### src/verilog/refdiv_pkg.sv
// Package: register map, field positions and shared types for the reference path block
package refdiv_pkg;
  localparam int ADDR_W = 8;
  localparam int DATA_W = 16;
  localparam int RATIO_W = 14;
  // Register indices (byte address equals index on this plain port)
  localparam logic [7:0] REF_DIV_CONTROL_ADDR = 8'h03;
  localparam logic [7:0] GENERAL_OUTPUT_CONTROL_ADDR = 8'h1B;
  localparam logic [7:0] REF_PATH_CONFIG_ADDR = 8'h01;
  localparam logic [7:0] VCO_DIV_CONTROL_ADDR = 8'h20;
  localparam logic [7:0] PATH_STATUS_ADDR = 8'h21;
  // Field positions
  localparam int AUTO_SEL_BIT = 15;
  localparam int MAN_OUT_SEL_BIT = 14;
  localparam int DIV_EN_BIT = 2;
  localparam int SQ_BUF_EN_BIT = 0;
  localparam int SIN_BUF_EN_BIT = 1;
  localparam int SIN_SEL_BIT = 3;
  localparam int SQ_TO_DIG_BIT = 4;
  localparam int DSM_SIN_SEL_BIT = 5;
  localparam int GPO_SEL_LSB = 0;
  localparam int GPO_DATA_LSB = 4;
  localparam int FRAC_MODE_BIT = 0;
  // Reset values
  localparam logic [15:0] REF_DIV_RESET = 16'h8001;
  localparam logic [15:0] REF_PATH_RESET = 16'h0005;
  localparam logic [15:0] GPO_RESET = 16'h0000;
  localparam logic [15:0] VCO_DIV_RESET = 16'h0000;
  localparam logic [13:0] RATIO_ONE = 14'h0001;
  // VCO path limits (fixed divide-by-two included)
  localparam logic [17:0] VCO_INT_MIN = 18'h00040;
  localparam logic [17:0] VCO_INT_MAX = 18'h1FFFE;
  localparam logic [17:0] VCO_FRAC_MIN = 18'h00048;
  localparam logic [17:0] VCO_FRAC_MAX = 18'h1FFF6;
  localparam logic [17:0] VCO_FRAC_SWING = 18'h00004;
  // Output-select codes
  localparam logic [3:0] GPO_DATA = 4'h0;
  localparam logic [3:0] GPO_DIVIDERS = 4'h1;
  localparam logic [3:0] GPO_LOCK = 4'h2;
  localparam logic [3:0] GPO_SLIP = 4'h3;
  localparam logic [3:0] GPO_STROBE = 4'h4;
  localparam logic [3:0] GPO_ACCUM = 4'h6;
  localparam logic [3:0] GPO_AUX = 4'h7;
  localparam logic [3:0] GPO_VCO_LE = 4'h9;
  localparam logic [3:0] GPO_DSM = 4'hA;

  // Register port request
  typedef struct packed {
    logic [7:0] addr;
    logic [15:0] wdata;
    logic wr;
    logic rd;
  } reg_req_t;

  // Internal waveforms that the output bus may show
  typedef struct packed {
    logic vco_div;
    logic lock_win;
    logic pfd_up;
    logic pfd_dn;
    logic slip_ref;
    logic slip_vco;
    logic pfd_strobe;
    logic frac_strobe;
    logic [2:0] accum_msb;
    logic aux_clk;
    logic ring_osc;
    logic dsm_clk;
    logic [2:0] vco_le;
    logic [2:0] dsm_out;
  } gpo_sources_t;
endpackage : refdiv_pkg

### src/verilog/ref_counter.sv
// Reference divider counter: one output cycle per N input cycles for N of two or more; output keeps its level for N of 0 or 1, low after reset or stop
`timescale 1ns/1ps
`default_nettype none
module ref_counter (
  input wire logic clock_i,
  input wire logic rst_i,
  input wire logic ce_i,
  input wire logic run_i,
  input wire logic ref_rise_i,
  input wire logic [13:0] ratio_i,
  output logic div_level_o
);
  logic [13:0] count;
  logic [13:0] half;
  wire last_w = (count >= ratio_i - 14'h0001);
  wire flip_w = (count == half - 14'h0001) || last_w;
  assign half = (ratio_i >> 1) == 14'h0000 ? 14'h0001 : (ratio_i >> 1);

  // Count input rising edges; low for N/2 edges, high for the rest
  always_ff @(posedge clock_i) begin
    if (rst_i) begin
      count <= 14'h0000;
      div_level_o <= 1'b0;
    end else if (ce_i) begin
      if (!run_i) begin
        count <= 14'h0000;
        div_level_o <= 1'b0;
      end else if (ref_rise_i) begin
        count <= last_w ? 14'h0000 : count + 14'h0001; // RULE_19
        if (ratio_i > 14'h0001 && flip_w) begin
          div_level_o <= last_w ? 1'b0 : 1'b1; // RULE_01
        end
      end
    end
  end
endmodule : ref_counter
`default_nettype wire

### src/verilog/ref_path_control.sv
// Reference path selection, reference divider control and general purpose output bus
// Function
// RULE_01 - 14-bit ratio divides by 1 to 16383
// RULE_02 - Square-wave input selected after reset
// RULE_03 - Software enables sine buffer and mux itself
// RULE_04 - Auto bit 15 overrides manual bits
// RULE_05 - Auto, ratio two or more: divided output
// RULE_06 - Auto, ratio one: undivided reference passes
// RULE_07 - Manual: divider runs only with enable bit
// RULE_08 - Manual: bit 14 picks divided or undivided
// RULE_09 - Software should keep auto selection set
// RULE_10 - Modulator clock from square input when chosen
// RULE_11 - VCO even ratio limits per mode
// RULE_12 - Fractional ratio swings four about average
// RULE_13 - Software keeps detector frequency within limits
// RULE_14 - Three-pin output bus, function by select
// RULE_15 - Select codes 0-4,6,7,9,10 accepted
// RULE_16 - Code zero drives register data bits
// RULE_17 - Select in bits 3:0; code ten modulator
// RULE_18 - Party holds reset low over reference period
// RULE_19 - One output cycle per N input cycles
// RULE_20 - Source switching makes no short pulses
//
// The address-and-strobe port was decided locally.
`timescale 1ns/1ps
`default_nettype none
module ref_path_control (
  input wire logic clock_i,
  input wire logic rst_i,
  input wire logic ce_i,
  input wire refdiv_pkg::reg_req_t req_i,
  output logic [15:0] rdata_o,
  input wire logic square_ref_i,
  input wire logic sine_reference_pin_i,
  input wire refdiv_pkg::gpo_sources_t src_i,
  output logic pfd_ref_o,
  output logic dsm_clk_sel_o,
  output logic dsm_clk_en_o,
  output logic vco_ratio_ok_o,
  output logic [2:0] gpo_o,
  output logic [2:0] gpo_oe_o
);
  import refdiv_pkg::*;

  logic [15:0] ref_div_control;
  logic [15:0] ref_path_config;
  logic [15:0] general_output_control;
  logic [15:0] vco_div_control;
  logic ref_q;
  logic sel_divided;
  logic divided_q;
  logic direct_q;
  logic [2:0] next_gpo;
  logic next_ratio_ok;

  // Register writes at the printed offsets
  always_ff @(posedge clock_i) begin
    if (rst_i) begin
      ref_div_control <= REF_DIV_RESET;
      ref_path_config <= REF_PATH_RESET; // RULE_02
      general_output_control <= GPO_RESET;
      vco_div_control <= VCO_DIV_RESET;
    end else if (ce_i && req_i.wr) begin
      if (req_i.addr == REF_DIV_CONTROL_ADDR) ref_div_control <= req_i.wdata;
      if (req_i.addr == REF_PATH_CONFIG_ADDR) ref_path_config <= req_i.wdata;
      if (req_i.addr == GENERAL_OUTPUT_CONTROL_ADDR) general_output_control <= req_i.wdata;
      if (req_i.addr == VCO_DIV_CONTROL_ADDR) vco_div_control <= req_i.wdata;
    end
  end

  // Field decode
  wire auto_sel_w = ref_div_control[AUTO_SEL_BIT];
  wire [13:0] ratio_w = ref_div_control[RATIO_W-1:0];
  wire ratio_big_w = ratio_w > RATIO_ONE;
  wire sq_en_w = ref_path_config[SQ_BUF_EN_BIT];
  wire sin_en_w = ref_path_config[SIN_BUF_EN_BIT];
  wire sin_sel_w = ref_path_config[SIN_SEL_BIT];
  // Auto mode ignores manual enable and output select
  wire div_run_w = auto_sel_w ? ratio_big_w : ref_path_config[DIV_EN_BIT]; // RULE_04 RULE_05 RULE_07
  wire want_div_w = auto_sel_w ? ratio_big_w : ref_div_control[MAN_OUT_SEL_BIT]; // RULE_06 RULE_08
  // Input mux: a disabled buffer contributes a low level (software picks one, per RULE_03)
  wire ref_in_w = sin_sel_w ? (sine_reference_pin_i & sin_en_w) : (square_ref_i & sq_en_w);
  wire ref_rise_w = ref_in_w & ~ref_q;
  wire div_level_w;

  ref_counter u_counter (
    .clock_i(clock_i),
    .rst_i(rst_i),
    .ce_i(ce_i),
    .run_i(div_run_w),
    .ref_rise_i(ref_rise_w),
    .ratio_i(ratio_w),
    .div_level_o(div_level_w)
  );

  // Glitch-free switch: selection changes only while both sources are low,
  // so no pulse shorter than half an input period reaches the detector
  wire switch_ok_w = ~ref_in_w & ~div_level_w & ~direct_q & ~divided_q;
  always_ff @(posedge clock_i) begin
    if (rst_i) begin
      ref_q <= 1'b0;
      sel_divided <= 1'b0;
      direct_q <= 1'b0;
      divided_q <= 1'b0;
      pfd_ref_o <= 1'b0;
    end else if (ce_i) begin
      ref_q <= ref_in_w;
      direct_q <= ref_in_w;
      divided_q <= div_level_w;
      // Bit 14 wins even with the divider stopped: its output then rests low
      if (switch_ok_w) sel_divided <= want_div_w; // RULE_08 RULE_20
      pfd_ref_o <= sel_divided ? div_level_w : ref_in_w;
    end
  end

  // Modulator clock source: square input when enabled and sine select cleared
  always_ff @(posedge clock_i) begin
    if (rst_i) begin
      dsm_clk_sel_o <= 1'b0;
      dsm_clk_en_o <= 1'b0;
    end else if (ce_i) begin
      dsm_clk_en_o <= ref_path_config[SQ_TO_DIG_BIT];
      dsm_clk_sel_o <= ~(ref_path_config[SQ_TO_DIG_BIT] & ~ref_path_config[DSM_SIN_SEL_BIT]); // RULE_10
    end
  end

  // VCO path ratio check: even, within per-mode limits; fractional leaves swing margin
  wire [17:0] vco_ratio_w = {2'b00, vco_div_control[DATA_W-1:FRAC_MODE_BIT+1], 1'b0};
  wire frac_w = vco_div_control[FRAC_MODE_BIT];
  wire [17:0] lo_w = frac_w ? VCO_FRAC_MIN : VCO_INT_MIN;
  wire [17:0] hi_w = frac_w ? VCO_FRAC_MAX : VCO_INT_MAX;
  assign next_ratio_ok = (vco_ratio_w >= lo_w) && (vco_ratio_w <= hi_w); // RULE_11 RULE_12

  // Output bus source select
  wire [3:0] gpo_sel_w = general_output_control[GPO_SEL_LSB +: 4]; // RULE_17
  wire [2:0] gpo_data_w = general_output_control[GPO_DATA_LSB +: 3];
  always_comb begin
    case (gpo_sel_w) // RULE_14 RULE_15
      GPO_DATA: next_gpo = gpo_data_w; // RULE_16
      GPO_DIVIDERS: next_gpo = {ref_in_w, div_level_w, src_i.vco_div};
      GPO_LOCK: next_gpo = {src_i.pfd_up, src_i.pfd_dn, src_i.lock_win};
      GPO_SLIP: next_gpo = {src_i.slip_ref, src_i.slip_vco, src_i.pfd_strobe};
      GPO_STROBE: next_gpo = {sine_reference_pin_i, div_level_w, src_i.frac_strobe};
      GPO_ACCUM: next_gpo = src_i.accum_msb;
      GPO_AUX: next_gpo = {src_i.aux_clk, src_i.ring_osc, src_i.dsm_clk};
      GPO_VCO_LE: next_gpo = src_i.vco_le;
      GPO_DSM: next_gpo = src_i.dsm_out; // RULE_17
      default: next_gpo = 3'h0;
    endcase
  end
  wire gpo_valid_w = (gpo_sel_w <= GPO_STROBE) || (gpo_sel_w == GPO_ACCUM) ||
                     (gpo_sel_w == GPO_AUX) || (gpo_sel_w == GPO_VCO_LE) || (gpo_sel_w == GPO_DSM);

  // Registered output pins; undefined codes leave the bus tristated
  always_ff @(posedge clock_i) begin
    if (rst_i) begin
      gpo_o <= 3'h0;
      gpo_oe_o <= 3'h0;
      vco_ratio_ok_o <= 1'b0;
    end else if (ce_i) begin
      gpo_o <= next_gpo;
      gpo_oe_o <= {3{gpo_valid_w}};
      vco_ratio_ok_o <= next_ratio_ok;
    end
  end

  // Read port, data the cycle after the strobe, zero otherwise
  wire [15:0] status_w = {11'h000, next_ratio_ok, sel_divided, div_run_w, div_level_w, ref_in_w};
  wire [15:0] rd_mux_w =
    (req_i.addr == REF_DIV_CONTROL_ADDR) ? ref_div_control :
    (req_i.addr == REF_PATH_CONFIG_ADDR) ? ref_path_config :
    (req_i.addr == GENERAL_OUTPUT_CONTROL_ADDR) ? general_output_control :
    (req_i.addr == VCO_DIV_CONTROL_ADDR) ? vco_div_control :
    (req_i.addr == PATH_STATUS_ADDR) ? status_w : 16'h0000;
  always_ff @(posedge clock_i) begin
    if (rst_i) rdata_o <= 16'h0000;
    else if (ce_i) rdata_o <= req_i.rd ? rd_mux_w : 16'h0000;
  end

  // Checks
  auto_run_a: assert property (@(posedge clock_i) disable iff (rst_i)
    auto_sel_w |-> (div_run_w == ratio_big_w)) else $error("auto run wrong"); // RULE_05
  auto_one_a: assert property (@(posedge clock_i) disable iff (rst_i)
    (auto_sel_w && ratio_w == RATIO_ONE) |-> !div_run_w) else $error("ratio one runs"); // RULE_06
  manual_en_a: assert property (@(posedge clock_i) disable iff (rst_i)
    !auto_sel_w |-> (div_run_w == ref_path_config[DIV_EN_BIT])) else $error("manual en"); // RULE_07
  gpo_data_a: assert property (@(posedge clock_i) disable iff (rst_i)
    (ce_i && gpo_sel_w == GPO_DATA) |=> (gpo_o == $past(gpo_data_w))) else $error("gpo data"); // RULE_16
  gpo_dsm_a: assert property (@(posedge clock_i) disable iff (rst_i)
    (ce_i && gpo_sel_w == GPO_DSM) |=> (gpo_o == $past(src_i.dsm_out))) else $error("gpo dsm"); // RULE_17
  dsm_clock_a: assert property (@(posedge clock_i) disable iff (rst_i)
    (ce_i && ref_path_config[SQ_TO_DIG_BIT] && !ref_path_config[DSM_SIN_SEL_BIT])
    |=> !dsm_clk_sel_o) else $error("dsm clock"); // RULE_10
  sel_switch_a: assert property (@(posedge clock_i) disable iff (rst_i)
    (sel_divided != $past(sel_divided)) |-> !$past(direct_q)) else $error("glitch switch"); // RULE_20
  reset_sq_a: assert property (@(posedge clock_i)
    $past(rst_i) |-> (ref_path_config[SQ_BUF_EN_BIT] && !sin_sel_w)) else $error("reset src"); // RULE_02
endmodule : ref_path_control
`default_nettype wire

### config.mk
export PLATFORM = sky130hd
export DESIGN_NAME = ref_path_control
export DESIGN_NICKNAME = d
export VERILOG_FILES = /design/src/verilog/refdiv_pkg.sv /design/src/verilog/ref_counter.sv /design/src/verilog/ref_path_control.sv
export SDC_FILE = /design/constraint.sdc
export NUM_CORES = 1
export LEC_CHECK = 0
export BUFFER_PORTS_ARGS = -buffer_cell sky130_fd_sc_hd__buf_4
export CORE_ASPECT_RATIO = 0.75
export CORE_UTILIZATION = 30
export DETAILED_ROUTE_END_ITERATION = 16
export GPL_ROUTABILITY_DRIVEN = 0
export SLEW_MARGIN = 30
export SYNTH_ARGS = -nofsm -noshare
export SYNTH_HDL_FRONTEND = slang
export SYNTH_SLANG_ARGS = --single-unit
### constraint.sdc
create_clock -name clock_i -period 4.3 [get_ports clock_i]
set_input_delay 0.86 -clock clock_i [delete_from_list [all_inputs] [get_ports clock_i]]
set_output_delay 0.86 -clock clock_i [all_outputs]
set_load 0.05 [all_outputs]
# After elaboration in Yosys (flattened, before gate mapping)
# Cells that the tools add are included.
dict set report word_totals {
  regBits 106
  output_inout_bits 26
  elab_cells 91
}
dict set report op_classes {
  n_addsub 3
  order_cmp 5
  n_eq_ne 16
  mux 21
  bitwise 13
  n_reduce_logical 17
}
# cell n
set ops {}
lappend ops {{16-bit 2-to-1 mux} 5}
lappend ops {{14-bit 2-to-1 mux} 3}
lappend ops {{3-bit case mux with 9 select lines} 1}
lappend ops {{16-bit by 17-bit less-or-equal comparator with 1-bit output} 1}
lappend ops {{8-bit by 6-bit equality test with 1-bit output (second input constant)} 2}
lappend ops {{16-bit by 7-bit >= comparator with 1-bit output} 1}
lappend ops {{14-bit by 1-bit adder with 14-bit output (second input constant)} 1}
lappend ops {{14-bit equality test} 1}
lappend ops {{14-bit >= comparator} 1}
lappend ops {{14-bit by 1-bit > comparator with 1-bit output (second input constant)} 1}
lappend ops {{14-bit zero test} 1}
lappend ops {{13-bit by 1-bit subtractor with 14-bit output (second input constant)} 1}
lappend ops {{14-bit by 1-bit subtractor with 14-bit output (second input constant)} 1}
lappend ops {{13-bit 2-to-1 mux} 1}
lappend ops {{4-bit by 3-bit equality test with 1-bit output (second input constant)} 3}
lappend ops {{2-bit AND reduction} 6}
lappend ops {{4-bit by 2-bit equality test with 1-bit output (second input constant)} 2}
lappend ops {{4-bit equality test (second input constant)} 2}
lappend ops {{8-bit by 1-bit equality test with 1-bit output (second input constant)} 1}
lappend ops {{8-bit by 2-bit equality test with 1-bit output (second input constant)} 1}
lappend ops {{8-bit by 5-bit equality test with 1-bit output (second input constant)} 1}
lappend ops {{1-bit 2-to-1 mux} 8}
lappend ops {{4-bit 2-to-1 mux} 2}
lappend ops {{1-bit bitwise AND} 7}
lappend ops {{9 further kinds} 21}

# Logic depth before layout (Yosys ltp)
dict set report logic_depth {
  ltp_word 9
  ltp_mapped 14
  depth_no_buf 13
}

# Hierarchy
# Synthesis repeated with hierarchy kept, for this count alone.
dict set report hier_totals {
  cells_unflattened 738
  area_unflattened_um2 5931.9
}
# mod n_inst cells_per_inst area_each_um2 seq_area_each_um2
set modules_own_cells {}
lappend modules_own_cells {ref_path_control 1 535 4281.6 1821.7}
lappend modules_own_cells {ref_counter 1 203 1650.3 300.3}

# Worst setup path after synthesis
# OpenSTA, ideal clock, no wires.
dict set report synth_timing {
  kind {reg2reg}
  start {reg ref_div_control[3]}
  end {reg u_counter.count[4]}
  arrival_time_ns 3.014
  slack_ns 1.222
  path_stages_with_launch 15
  path_buffers 2
  synth_period_minus_slack_ns 3.078
  path_cell_list {dfxtp_1 > buf_4 > nor4_1 > nor3b_1 > nand2_1 > xor2_1 > ha_1 > a21oi_1 > o21ai_0 > and3_1 > a211oi_1 > nand2b_1 > a21o_1 > buf_4 > nor2_1}
}
dict set report synth_via {
  elab_chain_cells 5
}
# item line_no
set synth_lines {}
lappend synth_lines {{from (decl)} ref_path_control.sv:45} ;# logic [15:0] ref_div_control;
lappend synth_lines {{from (signal assigned)} ref_path_control.sv:64} ;# if (req_i.addr == REF_DIV_CONTROL_ADDR) ref_div_control <= req_i.wdata;
lappend synth_lines {{14-bit by 1-bit subtractor with 14-bit output} ref_counter.sv:15} ;# wire last_w = (count >= ratio_i - 14'h0001);
lappend synth_lines {{14-bit >= comparator} ref_counter.sv:15}
lappend synth_lines {{14-bit 2-to-1 mux} ref_counter.sv:29} ;# count <= last_w ? 14'h0000 : count + 14'h0001;
lappend synth_lines {{14-bit 2-to-1 mux} ref_counter.sv:28} ;# end else if (ref_rise_i) begin
lappend synth_lines {{14-bit 2-to-1 mux} ref_counter.sv:25} ;# if (!run_i) begin
lappend synth_lines {{to (signal assigned)} ref_counter.sv:29}
lappend synth_lines {{to (decl)} ref_counter.sv:13} ;# logic [13:0] count;
# Several ways; a longest one is shown, not always the timed one. The select of a mux whose other input is x is not followed.
# A chain may end at the register's enable or synchronous reset.

# Worst setup path in the final report
dict set report layout_timing {
  start {reg ref_div_control[8]}
  end {reg u_counter.count[11]}
}
# The elaborated chain is that of the path after synthesis.

==> flow_summary.ini <==
[run_status]
status = finished, final reports clean

[logic_synthesis]
synth_area_leaders = dfxtp_1, nand2_1, a21oi_1
syn-cell-area_um2 = 5650
yosys_warnings = 0
yosysTopAreaCellShare = 0.376
syn_nets = 805
yosysTopAreaCell = dfxtp_1
ys_seq_area_frac = 0.376
synth_compound_area_frac = 0.213
synth.distinct_cells = 56
synth_top_family_by_area = simple AND/OR/NAND/NOR gates
async_reset_ff_frac = 0
ys_ff_latch = 106
syn_inst = 735
synth-xor-area-share = 0.0667
synthFlopType = dfxtp_1
synthAdderAreaFrac = 0.0421
synth-edff-count = 0
synth_simple_gate_area_share = 0.243
syn_area_per_cell_um2 = 7.68
synthMuxAreaShare = 0.00887

[pwr]
internal-power_mw = 1.50
worst_ir_drop_vdd_mv = 0.201
p_per_area_nw_per_um2 = 297
p_leak_nw = 2.45
clockPowerShare = 0.439
seqPwrFrac = 0.499
power_mw = 1.98
switching_power_mw = 0.486
switching_share = 0.245
pwr-share-comb = 0.062

[clock_network]
cts.sinks = 106
cts_resized = 0
cts-root-buf = clkbuf_16
cts_buffers = 9
postCtsHoldBufs = 0
insertion_delay_ns = 0.35
cts_max_path_buffers = 2
clk_pin_slew_worst_paths_ns = 0.08
cts_tree = built
htree_levels = 3
postCtsSetupBuffers = 0

[detailed_routing]
wl_met3_um = 903
via_count = 5274
dr.pass1.iters = 7
drc = 0
highest_layer = met4
wire_per_inst_um = 15.7
m1WireLength_um = 8670
drt.antenna.violating_nets = 0
viasPerCell = 5.13
met2WireLength_um = 6510
wirelength_um = 16200
drt_iter0_drc = 436

[global_routing]
grt_pass1_wl_um = 25700
grt_start_max_net_pins = 80
grt_pass1_vias = 4577
grt-ovfl-total = 0
grt_util_all_layers = 0.167
antenna_found_initial = 0

[layout]
layout_commonest_cell = nand2_1
regArea_um2 = 2120
insertedDiodeCount = 0
n_fill_cell = 1924
multi_input_comb_area_um2 = 3250
layout_common_cells = nand2_1, dfxtp_1, buf_4
final_nets = 847
area_delta_synth_final_pct = 18.4
layout-drive-gt1-share = 0.147

[placed_design]
portBuffers = 76
hpwl_um = 11800

[min_path]
hold_depth = 2
hold_path.class = flip-flop to flip-flop

[floorplan]
start_util = 0.306
io_pins = 77
fp-row-count = 43
die_y_um = 121
dieArea_um2 = 19400
core_um2 = 18500
die_w_um = 160

[sta]
fin_skew_ns = 0.00994
finalCritPeriodShare = 0.758
setup_viol = 0
grt_setup_unrepaired = no
period_minus_slack_ns = 3.26
fin_setup_tns_ns = 0
worst_slew_pin_slew_ns = 0.873
final_hold_viol_count = 0
report.final.slew_viol_count = 0
maxSlewHeadroom = 0.418
maxClockFrequency_ghz = 0.307

[critical_path]
critPathLaunchType = flip-flop
reg2reg_depth = 12
end_kind = flip-flop
arrival_ns = 3.48
path_max_fanout = 14
cp.required_ns = 4.52
path_class = flip-flop to flip-flop

[flow_run]
maxCapViolations = 0
-- routing by layer --
| metal | track usage | up-vias |
|---|---|---|
| li1 | - | 2637 |
| met4 | 0.0333 | 0 |
| met5 | 0 | - |
| met3 | 0.0281 | 12 |
| met2 | 0.230 | 157 |
| met1 | 0.264 | 2468 |
-- cells in the mapped netlist (6+ instances only) --
| cell | instances |
|---|---|
| nand2_1 | 173 |
| dfxtp_1 | 106 |
| a21oi_1 | 82 |
| nor2_1 | 58 |
| clkbuf_1 | 44 |
| xnor2_1 | 27 |
| a22oi_1 | 22 |
| ha_1 | 19 |
| a22o_1 | 17 |
| nand3_1 | 16 |
| xor2_1 | 16 |
| and3_1 | 13 |
| inv_1 | 13 |
| o21ai_0 | 13 |
| nor3_1 | 12 |
| a31oi_1 | 7 |
| nand4_1 | 7 |
| a211oi_1 | 6 |
-- layout make-up --
type	instances	area share
timing repair buffer	86	0.0966
clock buffer	9	0.0337
inverter	13	0.00730
clock inverter	7	0.0125
tap	247	0.0463
multi-input combinational	561	0.486
sequential	106	0.318
-- final timing paths --
check | start | end | slack [ns]
max | ref_div_control[8]$_SDFFE_PP0P_ | u_counter.count[11]$_SDFFE_PP0P_ | 1.04
min reg2reg | ref_path_config[14]$_SDFFE_PP0P_ | ref_path_config[14]$_SDFFE_PP0P_ | 0.46
max reg2reg | ref_div_control[8]$_SDFFE_PP0P_ | u_counter.count[11]$_SDFFE_PP0P_ | 1.04
min | ref_path_config[14]$_SDFFE_PP0P_ | ref_path_config[14]$_SDFFE_PP0P_ | 0.46
-- critical path, cell delays in order, from the launching register on --
cell      delay (ns)
dfxtp_1         0.42
or4_1           0.61
nor3_1          0.23
nand3_1         0.14
xor2_1          0.17
ha_1            0.30
nand4_1         0.07
or2_2           0.29
o31ai_1         0.25
a211oi_1        0.09
nand2b_1        0.08
a21o_1          0.39
nor2_1          0.09
-- flip-flops by register name, indices dropped and copies added (netlist names) --
name	cells
vco_ratio_ok_o	1
vco_div_control	16
gpo_oe_o	1
dsm_clk_en_o	1
ref_path_config	16
divided_q	1
pfd_ref_o	1
u_counter.count	14
dsm_clk_sel_o	1
direct_q	1
gpo_o	3
u_counter.div_level_o	1
general_output_control	16
sel_divided	1
rdata_o	16
ref_div_control	16
-- per-stage QoR --
stage / hold slack, ns / std cells / setup WS (ns) / cell area [µm²] / util
2_1_floorplan: 0.436 / 735 / 1.22 / 5650 / -
3_3_place_gp: 0.443 / 1013 / 1.10 / 6370 / 0.345
3_5_place_dp: 0.448 / 1013 / 1.05 / 6370 / 0.345
4_1_cts: 0.459 / 1029 / 1.03 / 6680 / 0.362
5_1_grt: 0.472 / 1029 / 0.715 / 6680 / 0.362
6_report: 0.456 / 1029 / 1.04 / 6680 / 0.362
-- logic make-up after synthesis --
logic type | count (synthesis)
and+or+nand+nor | 311
AOI/OAI and AO/OA | 183
DFF | 106
buffers and inverters | 68
xor gates and xnor gates | 43
adders and majority gates | 19
muxes | 5
-- power by group through the flow --
stage | combinational (mW) | clock (mW) | sequential [mW]
after detailed placement | 0.123 | 0 | 1.01
after global routing | 0.132 | 0.920 | 0.990
after CTS | 0.123 | 0.886 | 0.989
final | 0.124 | 0.870 | 0.989
after global placement | 0.123 | 0 | 1.01
after floorplan | 0.0491 | 0 | 1.02
No activity file was read; power rests on OpenSTA's default activity.
